===== config.mk =====
export PLATFORM = sky130hd
export DESIGN_NAME = icd_core_timing
export DESIGN_NICKNAME = d
export VERILOG_FILES = /design/src/include/icd_pkg.sv /design/src/hdl/icd_cycle_counter.sv /design/src/hdl/icd_rel_target.sv /design/src/hdl/icd_core_timing.sv
export VERILOG_INCLUDE_DIRS = /design/src /design/src/include
export SDC_FILE = /design/constraint.sdc
export NUM_CORES = 1
export LEC_CHECK = 0
export ABC_AREA = 1
export BUFFER_PORTS_ARGS = -buffer_cell sky130_fd_sc_hd__buf_2
export CAP_MARGIN = 25
export CORE_MARGIN = 2
export CORE_UTILIZATION = 60
export CTS_CLUSTER_SIZE = 25
export DETAILED_ROUTE_END_ITERATION = 10
export PLACE_DENSITY_LB_ADDON = 0.3
export SYNTH_ARGS = -nofsm -noshare
export SYNTH_HDL_FRONTEND = slang
export SYNTH_HIERARCHICAL = 1
export SYNTH_SLANG_ARGS = --single-unit

===== constraint.sdc =====
create_clock -name ref_clk -period 5.9 [get_ports ref_clk]
set_clock_uncertainty 0.05 [all_clocks]
set_input_delay 0.295 -clock ref_clk [delete_from_list [all_inputs] [get_ports ref_clk]]
set_output_delay 0.295 -clock ref_clk [all_outputs]
set_load 0.1 [all_outputs]

===== src/include/icd_defines.svh =====
`ifndef ICD_DEFINES_SVH
`define ICD_DEFINES_SVH

// ==================================================================
// widths
`define ICD_LEN_W 2
`define ICD_CNT_W 4
`define ICD_CLS_W 4

// ==================================================================
// instruction byte lengths
`define ICD_LEN_1 2'd1
`define ICD_LEN_2 2'd2
`define ICD_LEN_3 2'd3

// ==================================================================
// base clock counts (branch not taken)
`define ICD_CLK_1 4'h1
`define ICD_CLK_2 4'h2
`define ICD_CLK_3 4'h3
`define ICD_CLK_4 4'h4
`define ICD_CLK_5 4'h5
`define ICD_CLK_8 4'h8

// ==================================================================
// sequencer counts
`define ICD_CNT_LAST 4'h1
`define ICD_CNT_SAMPLE 4'h2
`define ICD_CNT_ZERO 4'h0

// ==================================================================
// opcodes with a fixed meaning
`define ICD_OP_NOP 8'h00
`define ICD_OP_SPARE 8'ha5

`endif


===== src/include/icd_pkg.sv =====
`default_nettype none

package icd_pkg;

  // ================================================================
  // instruction groups reported to the datapath
  typedef enum logic [3:0] {
    ICD_CLS_NOP = 4'h0,
    ICD_CLS_ALU = 4'h1,
    ICD_CLS_MOVE = 4'h2,
    ICD_CLS_BIT = 4'h3,
    ICD_CLS_MUL = 4'h4,
    ICD_CLS_DIV = 4'h5,
    ICD_CLS_CODE = 4'h6,
    ICD_CLS_XDATA = 4'h7,
    ICD_CLS_STACK = 4'h8,
    ICD_CLS_BRANCH = 4'h9,
    ICD_CLS_JUMP = 4'ha,
    ICD_CLS_CALL = 4'hb,
    ICD_CLS_RET = 4'hc,
    ICD_CLS_NIBBLE = 4'hd
  } icd_class_e;

  // ================================================================
  // decoded view of one opcode
  typedef struct packed {
    logic [1:0] len;
    logic [3:0] clocks;
    icd_class_e cls;
    logic cond;
  } icd_decode_s;

  // ================================================================
  // sequencer states
  typedef enum logic [0:0] {
    ICD_ST_IDLE = 1'b0,
    ICD_ST_EXEC = 1'b1
  } icd_state_e;

endpackage

`default_nettype wire


===== src/hdl/icd_cycle_counter.sv =====
`include "icd_defines.svh"
`default_nettype none

module icd_cycle_counter #(
  parameter int CNT_W = `ICD_CNT_W
) (
  input wire logic ref_clk,
  input wire logic srst,
  input wire logic load,
  input wire logic [CNT_W-1:0] load_value,
  input wire logic hold,
  output logic [CNT_W-1:0] count,
  output logic [CNT_W-1:0] count_next
);

  // ================================================================
  // elaboration check
  if (CNT_W < 4) begin : g_bad_width
    $error("counter too narrow for the longest instruction");
  end

  logic [CNT_W-1:0] count_reg;

  // ================================================================
  // down-counter in whole core clocks
  always_comb begin
    count_next = count_reg;
    if (load) begin
      count_next = load_value;
    end else if (hold) begin
      count_next = count_reg;
    end else if (count_reg != '0) begin
      count_next = count_reg - CNT_W'(1);
    end
  end

  always_ff @(posedge ref_clk) begin
    if (srst) begin
      count_reg <= '0;
    end else begin
      count_reg <= count_next;
    end
  end

  assign count = count_reg;

endmodule

`default_nettype wire


===== src/hdl/icd_rel_target.sv =====
`default_nettype none

module icd_rel_target #(
  parameter int PC_W = 16
) (
  input wire logic [PC_W-1:0] op_pc,
  input wire logic [1:0] len,
  input wire logic [7:0] rel,
  output logic [PC_W-1:0] next_pc,
  output logic [PC_W-1:0] target
);

  // ================================================================
  // elaboration check
  if (PC_W < 8) begin : g_bad_width
    $error("program counter narrower than a displacement");
  end

  // ================================================================
  // signed offset from the byte after the instruction
  always_comb begin
    next_pc = op_pc + PC_W'(len);
    target = next_pc + PC_W'({{(PC_W-8){rel[7]}}, rel});
  end

endmodule

`default_nettype wire


===== src/hdl/icd_core_timing.sv =====
// Summary of operation
// - opcodes, addressing and flag effects follow the standard 8-bit instruction set.
// - all latencies are whole core clocks; no machine-cycle unit exists.
// - conditional branch not taken ends one clock sooner than taken.
// - accumulator with bank register ops, inc and dec: one byte, one clock.
// - accumulator with direct byte and direct inc/dec: two bytes, two clocks.
// - accumulator with indirect pointer forms: one byte, two clocks.
// - immediate into accumulator: two bytes, two clocks.
// - logic op of immediate into direct byte: three bytes, three clocks.
// - logic op of accumulator into direct byte: two bytes, two clocks.
// - multiply accumulator by b takes four clocks.
// - divide accumulator by b takes eight clocks, the longest.
// - single-byte ops on the accumulator alone complete in one clock.
// - direct-to-direct and immediate-to-direct moves: three bytes, three clocks.
// - data pointer load with 16-bit constant: three bytes, three clocks.
// - code byte reads indexed by accumulator take one byte, three clocks.
// - external data moves, either pointer form, take one byte, three clocks.
// - stack push and pop of a direct byte: two bytes, two clocks.
// - low nibble exchange with indirect memory: one byte, two clocks.
// - immediate to indirect two bytes; accumulator to indirect one byte; both two clocks.
// - relative displacement is signed, added to the next instruction address.
// - the spare opcode behaves exactly as the no-operation.
`include "icd_defines.svh"
`default_nettype none

module icd_core_timing #(
  parameter int PC_W = 16
) (
  input wire logic ref_clk,
  input wire logic srst,
  input wire logic op_valid,
  input wire logic [7:0] op_byte,
  input wire logic [PC_W-1:0] op_pc,
  input wire logic [7:0] op_rel,
  input wire logic branch_cond,
  output logic op_ready,
  output logic exec_busy,
  output logic instr_done,
  output logic [1:0] instr_len,
  output logic [3:0] instr_clocks,
  output icd_pkg::icd_class_e instr_class,
  output logic instr_cond,
  output logic branch_taken,
  output logic [PC_W-1:0] next_pc,
  output logic [PC_W-1:0] branch_target
);
  import icd_pkg::*;

  // ================================================================
  // elaboration check
  if (PC_W < 8 || PC_W > 16) begin : g_bad_pc
    $error("program counter width out of range");
  end

  // ================================================================
  // decode helpers
  function automatic icd_decode_s icd_mk(input logic [1:0] len, input logic [3:0] clk,
                                         input icd_class_e cls, input logic cond);
    icd_decode_s d;
    d.len = len;
    d.clocks = clk;
    d.cls = cls;
    d.cond = cond;
    return d;
  endfunction

  // base clocks are the not-taken figures; taken adds one at run time
  function automatic icd_decode_s icd_decode(input logic [7:0] op);
    icd_decode_s d;
    logic [3:0] hi;
    logic [3:0] lo;
    hi = op[7:4];
    lo = op[3:0];
    d = icd_mk(`ICD_LEN_1, `ICD_CLK_1, ICD_CLS_NOP, 1'b0);
    if (lo[3]) begin
      unique case (hi)
        4'h7: d = icd_mk(`ICD_LEN_2, `ICD_CLK_2, ICD_CLS_MOVE, 1'b0);
        4'h8: d = icd_mk(`ICD_LEN_2, `ICD_CLK_2, ICD_CLS_MOVE, 1'b0);
        4'ha: d = icd_mk(`ICD_LEN_2, `ICD_CLK_2, ICD_CLS_MOVE, 1'b0);
        4'hb: d = icd_mk(`ICD_LEN_3, `ICD_CLK_3, ICD_CLS_BRANCH, 1'b1);
        4'hd: d = icd_mk(`ICD_LEN_2, `ICD_CLK_2, ICD_CLS_BRANCH, 1'b1);
        4'hc, 4'he, 4'hf: d = icd_mk(`ICD_LEN_1, `ICD_CLK_1, ICD_CLS_MOVE, 1'b0);
        4'h0, 4'h1, 4'h2, 4'h3, 4'h4, 4'h5, 4'h6, 4'h9: begin
          d = icd_mk(`ICD_LEN_1, `ICD_CLK_1, ICD_CLS_ALU, 1'b0);
        end
      endcase
    end else if (lo[3:1] == 3'b011) begin
      unique case (hi)
        4'h7: d = icd_mk(`ICD_LEN_2, `ICD_CLK_2, ICD_CLS_MOVE, 1'b0);
        4'h8: d = icd_mk(`ICD_LEN_2, `ICD_CLK_2, ICD_CLS_MOVE, 1'b0);
        4'ha: d = icd_mk(`ICD_LEN_2, `ICD_CLK_2, ICD_CLS_MOVE, 1'b0);
        4'hb: d = icd_mk(`ICD_LEN_3, `ICD_CLK_4, ICD_CLS_BRANCH, 1'b1);
        4'hd: d = icd_mk(`ICD_LEN_1, `ICD_CLK_2, ICD_CLS_NIBBLE, 1'b0);
        4'hc, 4'he, 4'hf: d = icd_mk(`ICD_LEN_1, `ICD_CLK_2, ICD_CLS_MOVE, 1'b0);
        4'h0, 4'h1, 4'h2, 4'h3, 4'h4, 4'h5, 4'h6, 4'h9: begin
          d = icd_mk(`ICD_LEN_1, `ICD_CLK_2, ICD_CLS_ALU, 1'b0);
        end
      endcase
    end else begin
      unique case (lo)
        4'h5: begin
          unique case (hi)
            4'h7: d = icd_mk(`ICD_LEN_3, `ICD_CLK_3, ICD_CLS_MOVE, 1'b0);
            4'h8: d = icd_mk(`ICD_LEN_3, `ICD_CLK_3, ICD_CLS_MOVE, 1'b0);
            4'ha: d = icd_mk(`ICD_LEN_1, `ICD_CLK_1, ICD_CLS_NOP, 1'b0);
            4'hb: d = icd_mk(`ICD_LEN_3, `ICD_CLK_3, ICD_CLS_BRANCH, 1'b1);
            4'hc: d = icd_mk(`ICD_LEN_2, `ICD_CLK_2, ICD_CLS_MOVE, 1'b0);
            4'hd: d = icd_mk(`ICD_LEN_3, `ICD_CLK_3, ICD_CLS_BRANCH, 1'b1);
            4'he, 4'hf: d = icd_mk(`ICD_LEN_2, `ICD_CLK_2, ICD_CLS_MOVE, 1'b0);
            4'h0, 4'h1, 4'h2, 4'h3, 4'h4, 4'h5, 4'h6, 4'h9: begin
              d = icd_mk(`ICD_LEN_2, `ICD_CLK_2, ICD_CLS_ALU, 1'b0);
            end
          endcase
        end
        4'h4: begin
          unique case (hi)
            4'h0, 4'h1: d = icd_mk(`ICD_LEN_1, `ICD_CLK_1, ICD_CLS_ALU, 1'b0);
            4'h7: d = icd_mk(`ICD_LEN_2, `ICD_CLK_2, ICD_CLS_MOVE, 1'b0);
            4'h8: d = icd_mk(`ICD_LEN_1, `ICD_CLK_8, ICD_CLS_DIV, 1'b0);
            4'ha: d = icd_mk(`ICD_LEN_1, `ICD_CLK_4, ICD_CLS_MUL, 1'b0);
            4'hb: d = icd_mk(`ICD_LEN_3, `ICD_CLK_3, ICD_CLS_BRANCH, 1'b1);
            4'hc, 4'hd, 4'he, 4'hf: begin
              d = icd_mk(`ICD_LEN_1, `ICD_CLK_1, ICD_CLS_ALU, 1'b0);
            end
            4'h2, 4'h3, 4'h4, 4'h5, 4'h6, 4'h9: begin
              d = icd_mk(`ICD_LEN_2, `ICD_CLK_2, ICD_CLS_ALU, 1'b0);
            end
          endcase
        end
        4'h3: begin
          unique case (hi)
            4'h0, 4'h1, 4'h2, 4'h3: d = icd_mk(`ICD_LEN_1, `ICD_CLK_1, ICD_CLS_ALU, 1'b0);
            4'h4, 4'h5, 4'h6: d = icd_mk(`ICD_LEN_3, `ICD_CLK_3, ICD_CLS_ALU, 1'b0);
            4'h7: d = icd_mk(`ICD_LEN_1, `ICD_CLK_3, ICD_CLS_JUMP, 1'b0);
            4'h8, 4'h9: d = icd_mk(`ICD_LEN_1, `ICD_CLK_3, ICD_CLS_CODE, 1'b0);
            4'ha: d = icd_mk(`ICD_LEN_1, `ICD_CLK_1, ICD_CLS_ALU, 1'b0);
            4'hb, 4'hc, 4'hd: d = icd_mk(`ICD_LEN_1, `ICD_CLK_1, ICD_CLS_BIT, 1'b0);
            4'he, 4'hf: d = icd_mk(`ICD_LEN_1, `ICD_CLK_3, ICD_CLS_XDATA, 1'b0);
          endcase
        end
        4'h2: begin
          unique case (hi)
            4'h0: d = icd_mk(`ICD_LEN_3, `ICD_CLK_4, ICD_CLS_JUMP, 1'b0);
            4'h1: d = icd_mk(`ICD_LEN_3, `ICD_CLK_4, ICD_CLS_CALL, 1'b0);
            4'h2, 4'h3: d = icd_mk(`ICD_LEN_1, `ICD_CLK_5, ICD_CLS_RET, 1'b0);
            4'h4, 4'h5, 4'h6: d = icd_mk(`ICD_LEN_2, `ICD_CLK_2, ICD_CLS_ALU, 1'b0);
            4'he, 4'hf: d = icd_mk(`ICD_LEN_1, `ICD_CLK_3, ICD_CLS_XDATA, 1'b0);
            4'h7, 4'h8, 4'h9, 4'ha, 4'hb, 4'hc, 4'hd: begin
              d = icd_mk(`ICD_LEN_2, `ICD_CLK_2, ICD_CLS_BIT, 1'b0);
            end
          endcase
        end
        4'h1: begin
          if (hi[0]) begin
            d = icd_mk(`ICD_LEN_2, `ICD_CLK_3, ICD_CLS_CALL, 1'b0);
          end else begin
            d = icd_mk(`ICD_LEN_2, `ICD_CLK_3, ICD_CLS_JUMP, 1'b0);
          end
        end
        4'h0: begin
          unique case (hi)
            4'h0: d = icd_mk(`ICD_LEN_1, `ICD_CLK_1, ICD_CLS_NOP, 1'b0);
            4'h1, 4'h2, 4'h3: d = icd_mk(`ICD_LEN_3, `ICD_CLK_3, ICD_CLS_BRANCH, 1'b1);
            4'h4, 4'h5, 4'h6, 4'h7: d = icd_mk(`ICD_LEN_2, `ICD_CLK_2, ICD_CLS_BRANCH, 1'b1);
            4'h8: d = icd_mk(`ICD_LEN_2, `ICD_CLK_3, ICD_CLS_JUMP, 1'b0);
            4'h9: d = icd_mk(`ICD_LEN_3, `ICD_CLK_3, ICD_CLS_MOVE, 1'b0);
            4'ha, 4'hb: d = icd_mk(`ICD_LEN_2, `ICD_CLK_2, ICD_CLS_BIT, 1'b0);
            4'hc, 4'hd: d = icd_mk(`ICD_LEN_2, `ICD_CLK_2, ICD_CLS_STACK, 1'b0);
            4'he, 4'hf: d = icd_mk(`ICD_LEN_1, `ICD_CLK_3, ICD_CLS_XDATA, 1'b0);
          endcase
        end
        default: d = icd_mk(`ICD_LEN_1, `ICD_CLK_1, ICD_CLS_NOP, 1'b0);
      endcase
    end
    return d;
  endfunction

  // ================================================================
  // state
  icd_state_e state_reg, state_next;
  logic ready_reg, ready_next;
  logic done_reg, done_next;
  logic sampled_reg, sampled_next;
  logic taken_reg, taken_next;
  logic [1:0] len_reg, len_next;
  logic [3:0] clocks_reg, clocks_next;
  icd_class_e cls_reg, cls_next;
  logic cond_reg, cond_next;
  logic [PC_W-1:0] npc_reg, npc_next;
  logic [PC_W-1:0] target_reg, target_next;

  icd_decode_s dec;
  logic accept;
  logic cnt_load;
  logic cnt_hold;
  logic [3:0] cnt;
  logic [3:0] cnt_next;
  logic [PC_W-1:0] calc_npc;
  logic [PC_W-1:0] calc_target;

  assign dec = icd_decode(op_byte);
  assign accept = op_valid && ready_reg;

  // ================================================================
  // datapath helpers
  icd_rel_target #(
    .PC_W(PC_W)
  ) u_rel (
    .op_pc(op_pc),
    .len(dec.len),
    .rel(op_rel),
    .next_pc(calc_npc),
    .target(calc_target)
  );

  icd_cycle_counter #(
    .CNT_W(`ICD_CNT_W)
  ) u_cnt (
    .ref_clk(ref_clk),
    .srst(srst),
    .load(cnt_load),
    .load_value(dec.clocks),
    .hold(cnt_hold),
    .count(cnt),
    .count_next(cnt_next)
  );

  // ================================================================
  // sequencer
  // the condition is sampled one clock before the base end so that
  // ready can still come straight from a flop on the last clock
  always_comb begin
    state_next = state_reg;
    sampled_next = sampled_reg;
    taken_next = taken_reg;
    len_next = len_reg;
    clocks_next = clocks_reg;
    cls_next = cls_reg;
    cond_next = cond_reg;
    npc_next = npc_reg;
    target_next = target_reg;
    cnt_load = 1'b0;
    cnt_hold = 1'b0;
    if (accept) begin
      state_next = ICD_ST_EXEC;
      cnt_load = 1'b1;
      sampled_next = 1'b0;
      taken_next = 1'b0;
      len_next = dec.len;
      clocks_next = dec.clocks;
      cls_next = dec.cls;
      cond_next = dec.cond;
      npc_next = calc_npc;
      target_next = calc_target;
    end else if (state_reg == ICD_ST_EXEC) begin
      if (cnt == `ICD_CNT_LAST) begin
        state_next = ICD_ST_IDLE;
      end else if (cond_reg && !sampled_reg && cnt == `ICD_CNT_SAMPLE) begin
        sampled_next = 1'b1;
        taken_next = branch_cond;
        cnt_hold = branch_cond;
        clocks_next = branch_cond ? clocks_reg + 4'h1 : clocks_reg;
      end
    end
    ready_next = (state_next == ICD_ST_IDLE) || (cnt_next == `ICD_CNT_LAST);
    done_next = (state_next == ICD_ST_EXEC) && (cnt_next == `ICD_CNT_LAST);
  end

  always_ff @(posedge ref_clk) begin
    if (srst) begin
      state_reg <= ICD_ST_IDLE;
      ready_reg <= 1'b1;
      done_reg <= 1'b0;
      sampled_reg <= 1'b0;
      taken_reg <= 1'b0;
      len_reg <= `ICD_LEN_1;
      clocks_reg <= `ICD_CLK_1;
      cls_reg <= ICD_CLS_NOP;
      cond_reg <= 1'b0;
      npc_reg <= '0;
      target_reg <= '0;
    end else begin
      state_reg <= state_next;
      ready_reg <= ready_next;
      done_reg <= done_next;
      sampled_reg <= sampled_next;
      taken_reg <= taken_next;
      len_reg <= len_next;
      clocks_reg <= clocks_next;
      cls_reg <= cls_next;
      cond_reg <= cond_next;
      npc_reg <= npc_next;
      target_reg <= target_next;
    end
  end

  // ================================================================
  // outputs
  assign op_ready = ready_reg;
  assign exec_busy = (state_reg == ICD_ST_EXEC);
  assign instr_done = done_reg;
  assign instr_len = len_reg;
  assign instr_clocks = clocks_reg;
  assign instr_class = cls_reg;
  assign instr_cond = cond_reg;
  assign branch_taken = taken_reg;
  assign next_pc = npc_reg;
  assign branch_target = target_reg;

endmodule

`default_nettype wire


==> results of run 1 <==
-- cells in the mapped netlist (3+ instances only) --
library cell | instances | area share
inv_2 | 4 | 0.0038
nand2_2 | 7 | 0.011
o211ai_1 | 4 | 0.0076
xnor2_1 | 5 | 0.011
buf_2 | 3 | 0.0038
clkbuf_1 | 6 | 0.0057
ha_1 | 26 | 0.082
nand4_1 | 14 | 0.022
xor2_1 | 17 | 0.037
dfxtp_1 | 52 | 0.26
nor3_1 | 4 | 0.0050
nor2_2 | 11 | 0.017
nand3_1 | 46 | 0.058
inv_1 | 67 | 0.063
o21ai_0 | 18 | 0.023
buf_6 | 3 | 0.0085
nand2_1 | 169 | 0.16
a21oi_1 | 21 | 0.026
a22o_1 | 32 | 0.071
nor2_1 | 61 | 0.058
-- final timing paths --
check,from,to,depth (start not counted)
min reg2reg,instr_class[1],instr_class[1],2
min,srst,u_cnt/count[0],2
max,op_byte[5],branch_target[15],24
max reg2reg,u_cnt/count[1],instr_done,12
-- per-stage QoR --
| step | area, µm² | util |
|---|---|---|
| 3_3_place_gp | 4420 | 0.693 |
| 2_1_floorplan | 3970 | - |
| 6_report | 4560 | 0.714 |
| 4_1_cts | 4560 | 0.714 |
| 3_5_place_dp | 4420 | 0.693 |
| 5_1_grt | 4560 | 0.714 |
-- power by group through the flow --
stage	sequential, W	combinational (W)	clock, W
2_1_floorplan	0.000688	0.000255	0
3_3_place_gp	0.000428	0.000624	0
3_5_place_dp	0.000429	0.000633	0
4_1_cts	0.000422	0.000635	0.000302
5_1_grt	0.000426	0.000687	0.000318
6_report	0.000422	0.000640	0.000298
-- worst max-delay path: stages --
cell and delay, ps:
buf_2 190, inv_1 160, ha_1 220, or2_2 280, o211ai_1 90, nand2_1 70, nor2_1 130, nand2_1 70
ha_1 210, fa_1 390, nand2_1 140, nor4_4 60, nand2_1 70, xor2_1 150, inv_1 110, ha_1 390
nand2_1 120, inv_1 110, nand2_1 70, nor3_1 190, a21oi_1 110, nand3_1 90, nand2_1 50, a22o_1 230
-- cell usage in the layout (no fill, tap or decap), drive strengths merged, types with 2 or more instances in the layout --
cell,instances
nand2,177
buf,84
nor2,74
inv,72
dfxtp,52
nand3,48
a22o,32
ha,26
a21oi,22
o21ai,21
xor2,17
nand4,14
clkbuf,5
xnor2,5
or2,5
o211ai,4
nor3,4
nand3b,2
a31oi,2
bufinv,2
a21o,2
fa,2
-- cell type report --
cell class,count,area (µm²)
Fill cell,555,1830
Timing Repair Buffer,84,425
Clock buffer,5,68.8
Multi-Input combinational cell,463,2590
Inverter,71,267
Clock inverter,3,68.8
Tap cell,77,96.3
Sequential cell,52,1040
-- logic make-up (layout without fill, tap and decap cells) --
logic type                 Yosys count  count (layout)
adders and majority gates           28              28
buffers and inverters               83             163
DFF                                 52              52
xor gates and xnor gates            22              22
AOI/OAI and AO/OA                   86              86
and+or+nand+nor                    327             327
-- layer usage --
| metal | vias up | global-route usage |
|---|---|---|
| met5 | - | 0 |
| met4 | 0 | 0.0678 |
| met3 | 17 | 0.0379 |
| met2 | 186 | 0.474 |
| met1 | 1881 | 0.436 |
| li1 | 2117 | - |
==> flow_summary_export.csv, run 1 <==
group,metric,value,unit
run_status,status,"completed",
timing,fin_ws,2040,ps
worst_setup_path,reg2reg_slack,3930,ps
drt,viasPerCell,5.56,
placed_design,io_buffers,82,
floorplanning,dieWidth,85.4,µm
placed_design,dp_slack,1800,ps
run,drv_cap,0,
cells_and_area,n_antenna_cell,0,
grt,grt_use_total,0.300,
timing,hold_violations,0,
clock_tree,cts_buffer_depth,2,
yosys,async_reset_ff_frac,0,
drt,wl_per_cell,14.3,µm
grt,grt_overflow,0,
drt,drt_iter0_markers,267,
clock_tree,cts_root_buf,"clkbuf_8",
floorplanning,start_util,0.622,
clock_tree,cts_sinks,52,
yosys,synth_flop_cell,"dfxtp_1",
power,combinationalPowerShare,0.471,
timing,tightest_slew,496,ps
timing,drv_slew,0,
yosys,synth_warnings,6,
cells_and_area,finalNonFillerCells,755,
power,p_clk_frac,0.219,
timing,slew_headroom,0.672,
clock_tree,hold_buffers,0,
drt,post-route-drc-count,0,
yosys,ys_types,39,
drt,dr.max_layer_used,"met4",
power,power,0.00136,W
drt,postRouteWirelength,10800,µm
placed_design,dpl.cell_count,747,
timing,fin_crit,3860,ps
power,leakage,2.47,nW
worst_setup_path,start_kind,"primary input",
drt,via_count,4201,
power,switching_power,0.000645,W
grt,grt_pass1_vias,3807,
floorplanning,row_count,29,
power,switching_share,0.474,
yosys,yosysSeqAreaShare,0.262,
clock_tree,cts_resized,0,
timing,setup_viol,0,
power,power.density,298,mW/mm²
floorplanning,chipHeight,85.4,µm
power,internal-power,0.000715,W
yosys,syn_inst,598,
drt,drt-met1-wl,5090,µm
cells_and_area,area.growth.synth_to_final,14.8,%
power,ir_drop,222,µV
worst_hold_path,min_path_type,"primary input to register",
drt,wl_met3,813,µm
timing,fin_crit_sh,0.654,
cells_and_area,nets,741,
timing,grt_setup_unrepaired,"no",
clock_tree,htree_num_levels,2,
grt,grt_pass1_wl,17700,µm
yosys,synth_top_family_by_area,"simple AND/OR/NAND/NOR gates",
worst_setup_path,cp_data_required_time,6070,ps
placed_design,place_congestion,0.979,
drt,dr.pass1.iters,5,
clock_tree,clk_pin_slew,110,ps
timing,max_freq,259,MHz
floorplanning,dieArea,0.00729,mm²
yosys,synthesis.area,0.00397,mm²
yosys,synth_nets,662,
clock_tree,clock_latency,310,ps
cells_and_area,layout-drive-gt1-share,0.184,
yosys,synthMuxAreaShare,0,
power,seqPwrFrac,0.310,
yosys,syn_area_per_cell,6.64,µm²
worst_setup_path,cp_data_arrival_time,4020,ps
drt,wl_met2,4720,µm
yosys,synthAdderAreaFrac,0.0920,
grt,antenna_found_initial,0,
yosys,synth_compound_area_frac,0.148,
floorplanning,ios,83,
yosys,ys_ff_latch,52,
yosys,post_synth_and_or_nand_nor_area_fraction,0.365,
worst_setup_path,critPathMaxFanout,11,
clock_tree,cts_tree,"built",
floorplanning,core_area,0.00639,mm²
worst_setup_path,crit_path_end_kind,"register",
clock_tree,post_cts.repair.setup_buffers,0,
yosys,synth_edf_count,0,
drt,ant_nets,0,
placed_design,dpl.hpwl,8550,µm
yosys,yosys.area_share.xor_xnor,0.0485,
worst_setup_path,worstSetupPathType,"primary input to register",
grt,grt_max_degree,37,
clock_tree,cts_made_buffers,5,
timing,fin_tns_setup,0,ps
timing,whs,257,ps
(Power assumes the default switching activity.)
==> run 2, diff against run 1 <==
--- a/config.mk
+++ b/config.mk
@@ -10,7 +10,7 @@
 export BUFFER_PORTS_ARGS = -buffer_cell sky130_fd_sc_hd__buf_2
 export CAP_MARGIN = 25
 export CORE_MARGIN = 2
-export CORE_UTILIZATION = 60
+export CORE_UTILIZATION = 56
 export CTS_CLUSTER_SIZE = 25
 export DETAILED_ROUTE_END_ITERATION = 10
 export PLACE_DENSITY_LB_ADDON = 0.3
==> constraint.sdc (replaced) <==
create_clock -name ref_clk -period 3.7 [get_ports ref_clk]
set_clock_uncertainty 0.05 [all_clocks]
set_input_delay 0.185 -clock ref_clk [delete_from_list [all_inputs] [get_ports ref_clk]]
set_output_delay 0.185 -clock ref_clk [all_outputs]
set_load 0.1 [all_outputs]
==> flow_summary_export.csv, run 2 (synthesized netlist as in run 1, its figures left out) <==
group,metric,value,unit
worst_setup_path,crit_path_end_kind,"register",
run_status,status,"completed",
drt,drt_iter0_markers,266,
power,ir_drop,287,µV
worst_setup_path,critPathMaxFanout,5,
power,leakage,2.75,nW
power,power.density,422,mW/mm²
cells_and_area,fillers,632,
drt,viasPerCell,5.41,
clock_tree,clock_latency,310,ps
worst_setup_path,start_kind,"primary input",
drt,via_count,4519,
cells_and_area,final_cell_mix,"nand2_1, buf_2, inv_1",
timing,max_freq,284,MHz
worst_setup_path,ff2ff_path_depth,7,
timing,setup_viol,0,
worst_hold_path,min_to,"u_cnt/count[0]",
floorplanning,dieWidth,88.2,µm
floorplanning,ios,83,
clock_tree,cts_root_buf,"clkbuf_8",
grt,grt_overflow,0,
drt,postRouteWirelength,12100,µm
worst_setup_path,r2r_start,"op_ready",
timing,slew_headroom,0.390,
clock_tree,clk_pin_slew,110,ps
worst_hold_path,worstHoldPathCells,2,
grt,grt_pass1_vias,4013,
clock_tree,cts_buffer_depth,2,
cells_and_area,nets,802,
worst_setup_path,cp_data_arrival_time,3670,ps
timing,fin_crit_sh,0.951,
placed_design,place_congestion,0.995,
drt,wl_per_cell,14.5,µm
placed_design,dpl.hpwl,9620,µm
floorplanning,core_area,0.00683,mm²
drt,post-route-drc-count,0,
floorplanning,chipHeight,88.2,µm
clock_tree,hold_buffers,0,
floorplanning,row_count,30,
worst_setup_path,worstSetupPathType,"primary input to register",
worst_setup_path,cp_data_required_time,3850,ps
timing,drv_slew,0,
worst_hold_path,worstHoldStart,"srst",
clock_tree,cts_sinks,52,
cells_and_area,post-route-util,0.738,
worst_setup_path,reg2reg_slack,1600,ps
grt,antenna_found_initial,0,
drt,ant_nets,0,
cells_and_area,n_antenna_cell,0,
placed_design,placed_area,0.00489,mm²
clock_tree,htree_num_levels,2,
floorplanning,start_util,0.582,
clock_tree,cts_tree,"built",
floorplanning,dieArea,0.00778,mm²
cells_and_area,design_area,0.00504,mm²
run,drv_cap,0,
grt,grt_max_degree,22,
drt,dr.pass1.iters,5,
timing,fin_tns_setup,0,ps
placed_design,io_buffers,82,
timing,tightest_slew,913,ps
cells_and_area,layout-drive-gt1-share,0.269,
timing,hold_violations,0,
grt,grt_pass1_wl,18800,µm
worst_setup_path,rr_endpoint,"instr_len[0]",
clock_tree,cts_made_buffers,5,
cells_and_area,area.growth.synth_to_final,27.0,%
cells_and_area,final_common_cell,"nand2_1",
worst_hold_path,min_path_type,"primary input to register",
grt,grt_use_total,0.307,
timing,fin_crit,3520,ps
## run 2: stage by stage
stage / worst slack (ps) / hold slack (ps) / instances / power, W
CTS: 197 / 134 / 833 / 0.00211
global placement: -41.9 / 387 / 825 / 0.00175
floorplan: 180 / 197 / 598 / 0.00150
finish: 181 / 144 / 835 / 0.00213
global route: -66.6 / 143 / 835 / 0.00224
detailed placement: -121 / 402 / 825 / 0.00177
## run 2: routing by layer
| layer | track usage | vias to the layer above | wire (µm) |
|---|---|---|---|
| met5 | 0 | - | 0 |
| met4 | 0.0592 | 0 | 135 |
| met3 | 0.0252 | 16 | 754 |
| met2 | 0.502 | 171 | 5500 |
| met1 | 0.448 | 2092 | 5690 |
| li1 | - | 2240 | - |
## run 2: area by class of cell
| cell class | count | area, µm² | share of cell area |
|---|---|---|---|
| flip-flops and latches | 52 | 1040 | 0.206 |
| clock buffers | 5 | 68.8 | 0.0136 |
| well taps | 96 | 120 | 0.0238 |
| repair buffers | 145 | 883 | 0.175 |
| multi-input cells | 463 | 2640 | 0.524 |
| clock inverters | 3 | 18.8 | 0.00372 |
| inverters | 71 | 269 | 0.0533 |
## run 2: worst max-delay path, cell delays in order
cell	delay (ps)
buf_2	120
inv_2	50
buf_4	140
nor2_1	170
nand2_2	110
nand3_1	120
nand2_1	90
nand2_1	90
nor2_2	50
nand2_1	50
ha_1	190
fa_2	230
nand2_2	80
nor4_4	210
nand2_1	120
xnor2_1	190
ha_1	420
inv_1	100
nor3_1	300
nand3_1	230
nand3_1	140
nand2_1	60
a22o_1	220
## run 2: timing repair
action,CTS,global route
setup endpoints to repair,0,7
resized for setup,0,15
buffers inserted,0,2
## run 2: how the worst max path moves through the flow
| stage | startpoint | end |
|---|---|---|
| 2_1_floorplan | op_byte[6] | branch_target[11] |
| 3_3_place_gp | op_byte[7] | branch_target[14] |
| 3_5_place_dp | op_byte[7] | branch_target[14] |
| 4_1_cts | op_byte[7] | branch_target[14] |
| 5_1_grt | op_byte[5] | branch_target[15] |
| 6_report | op_byte[6] | branch_target[14] |
## run 2: power breakdown
group / total (W) / switching (W) / internal (W)
logic: 0.00111 / 0.000812 / 0.000303
clock network: 0.000343 / 0.000210 / 0.000133
registers: 0.000673 / 0.0000469 / 0.000626
total: 0.00213 / 0.00107 / 0.00106
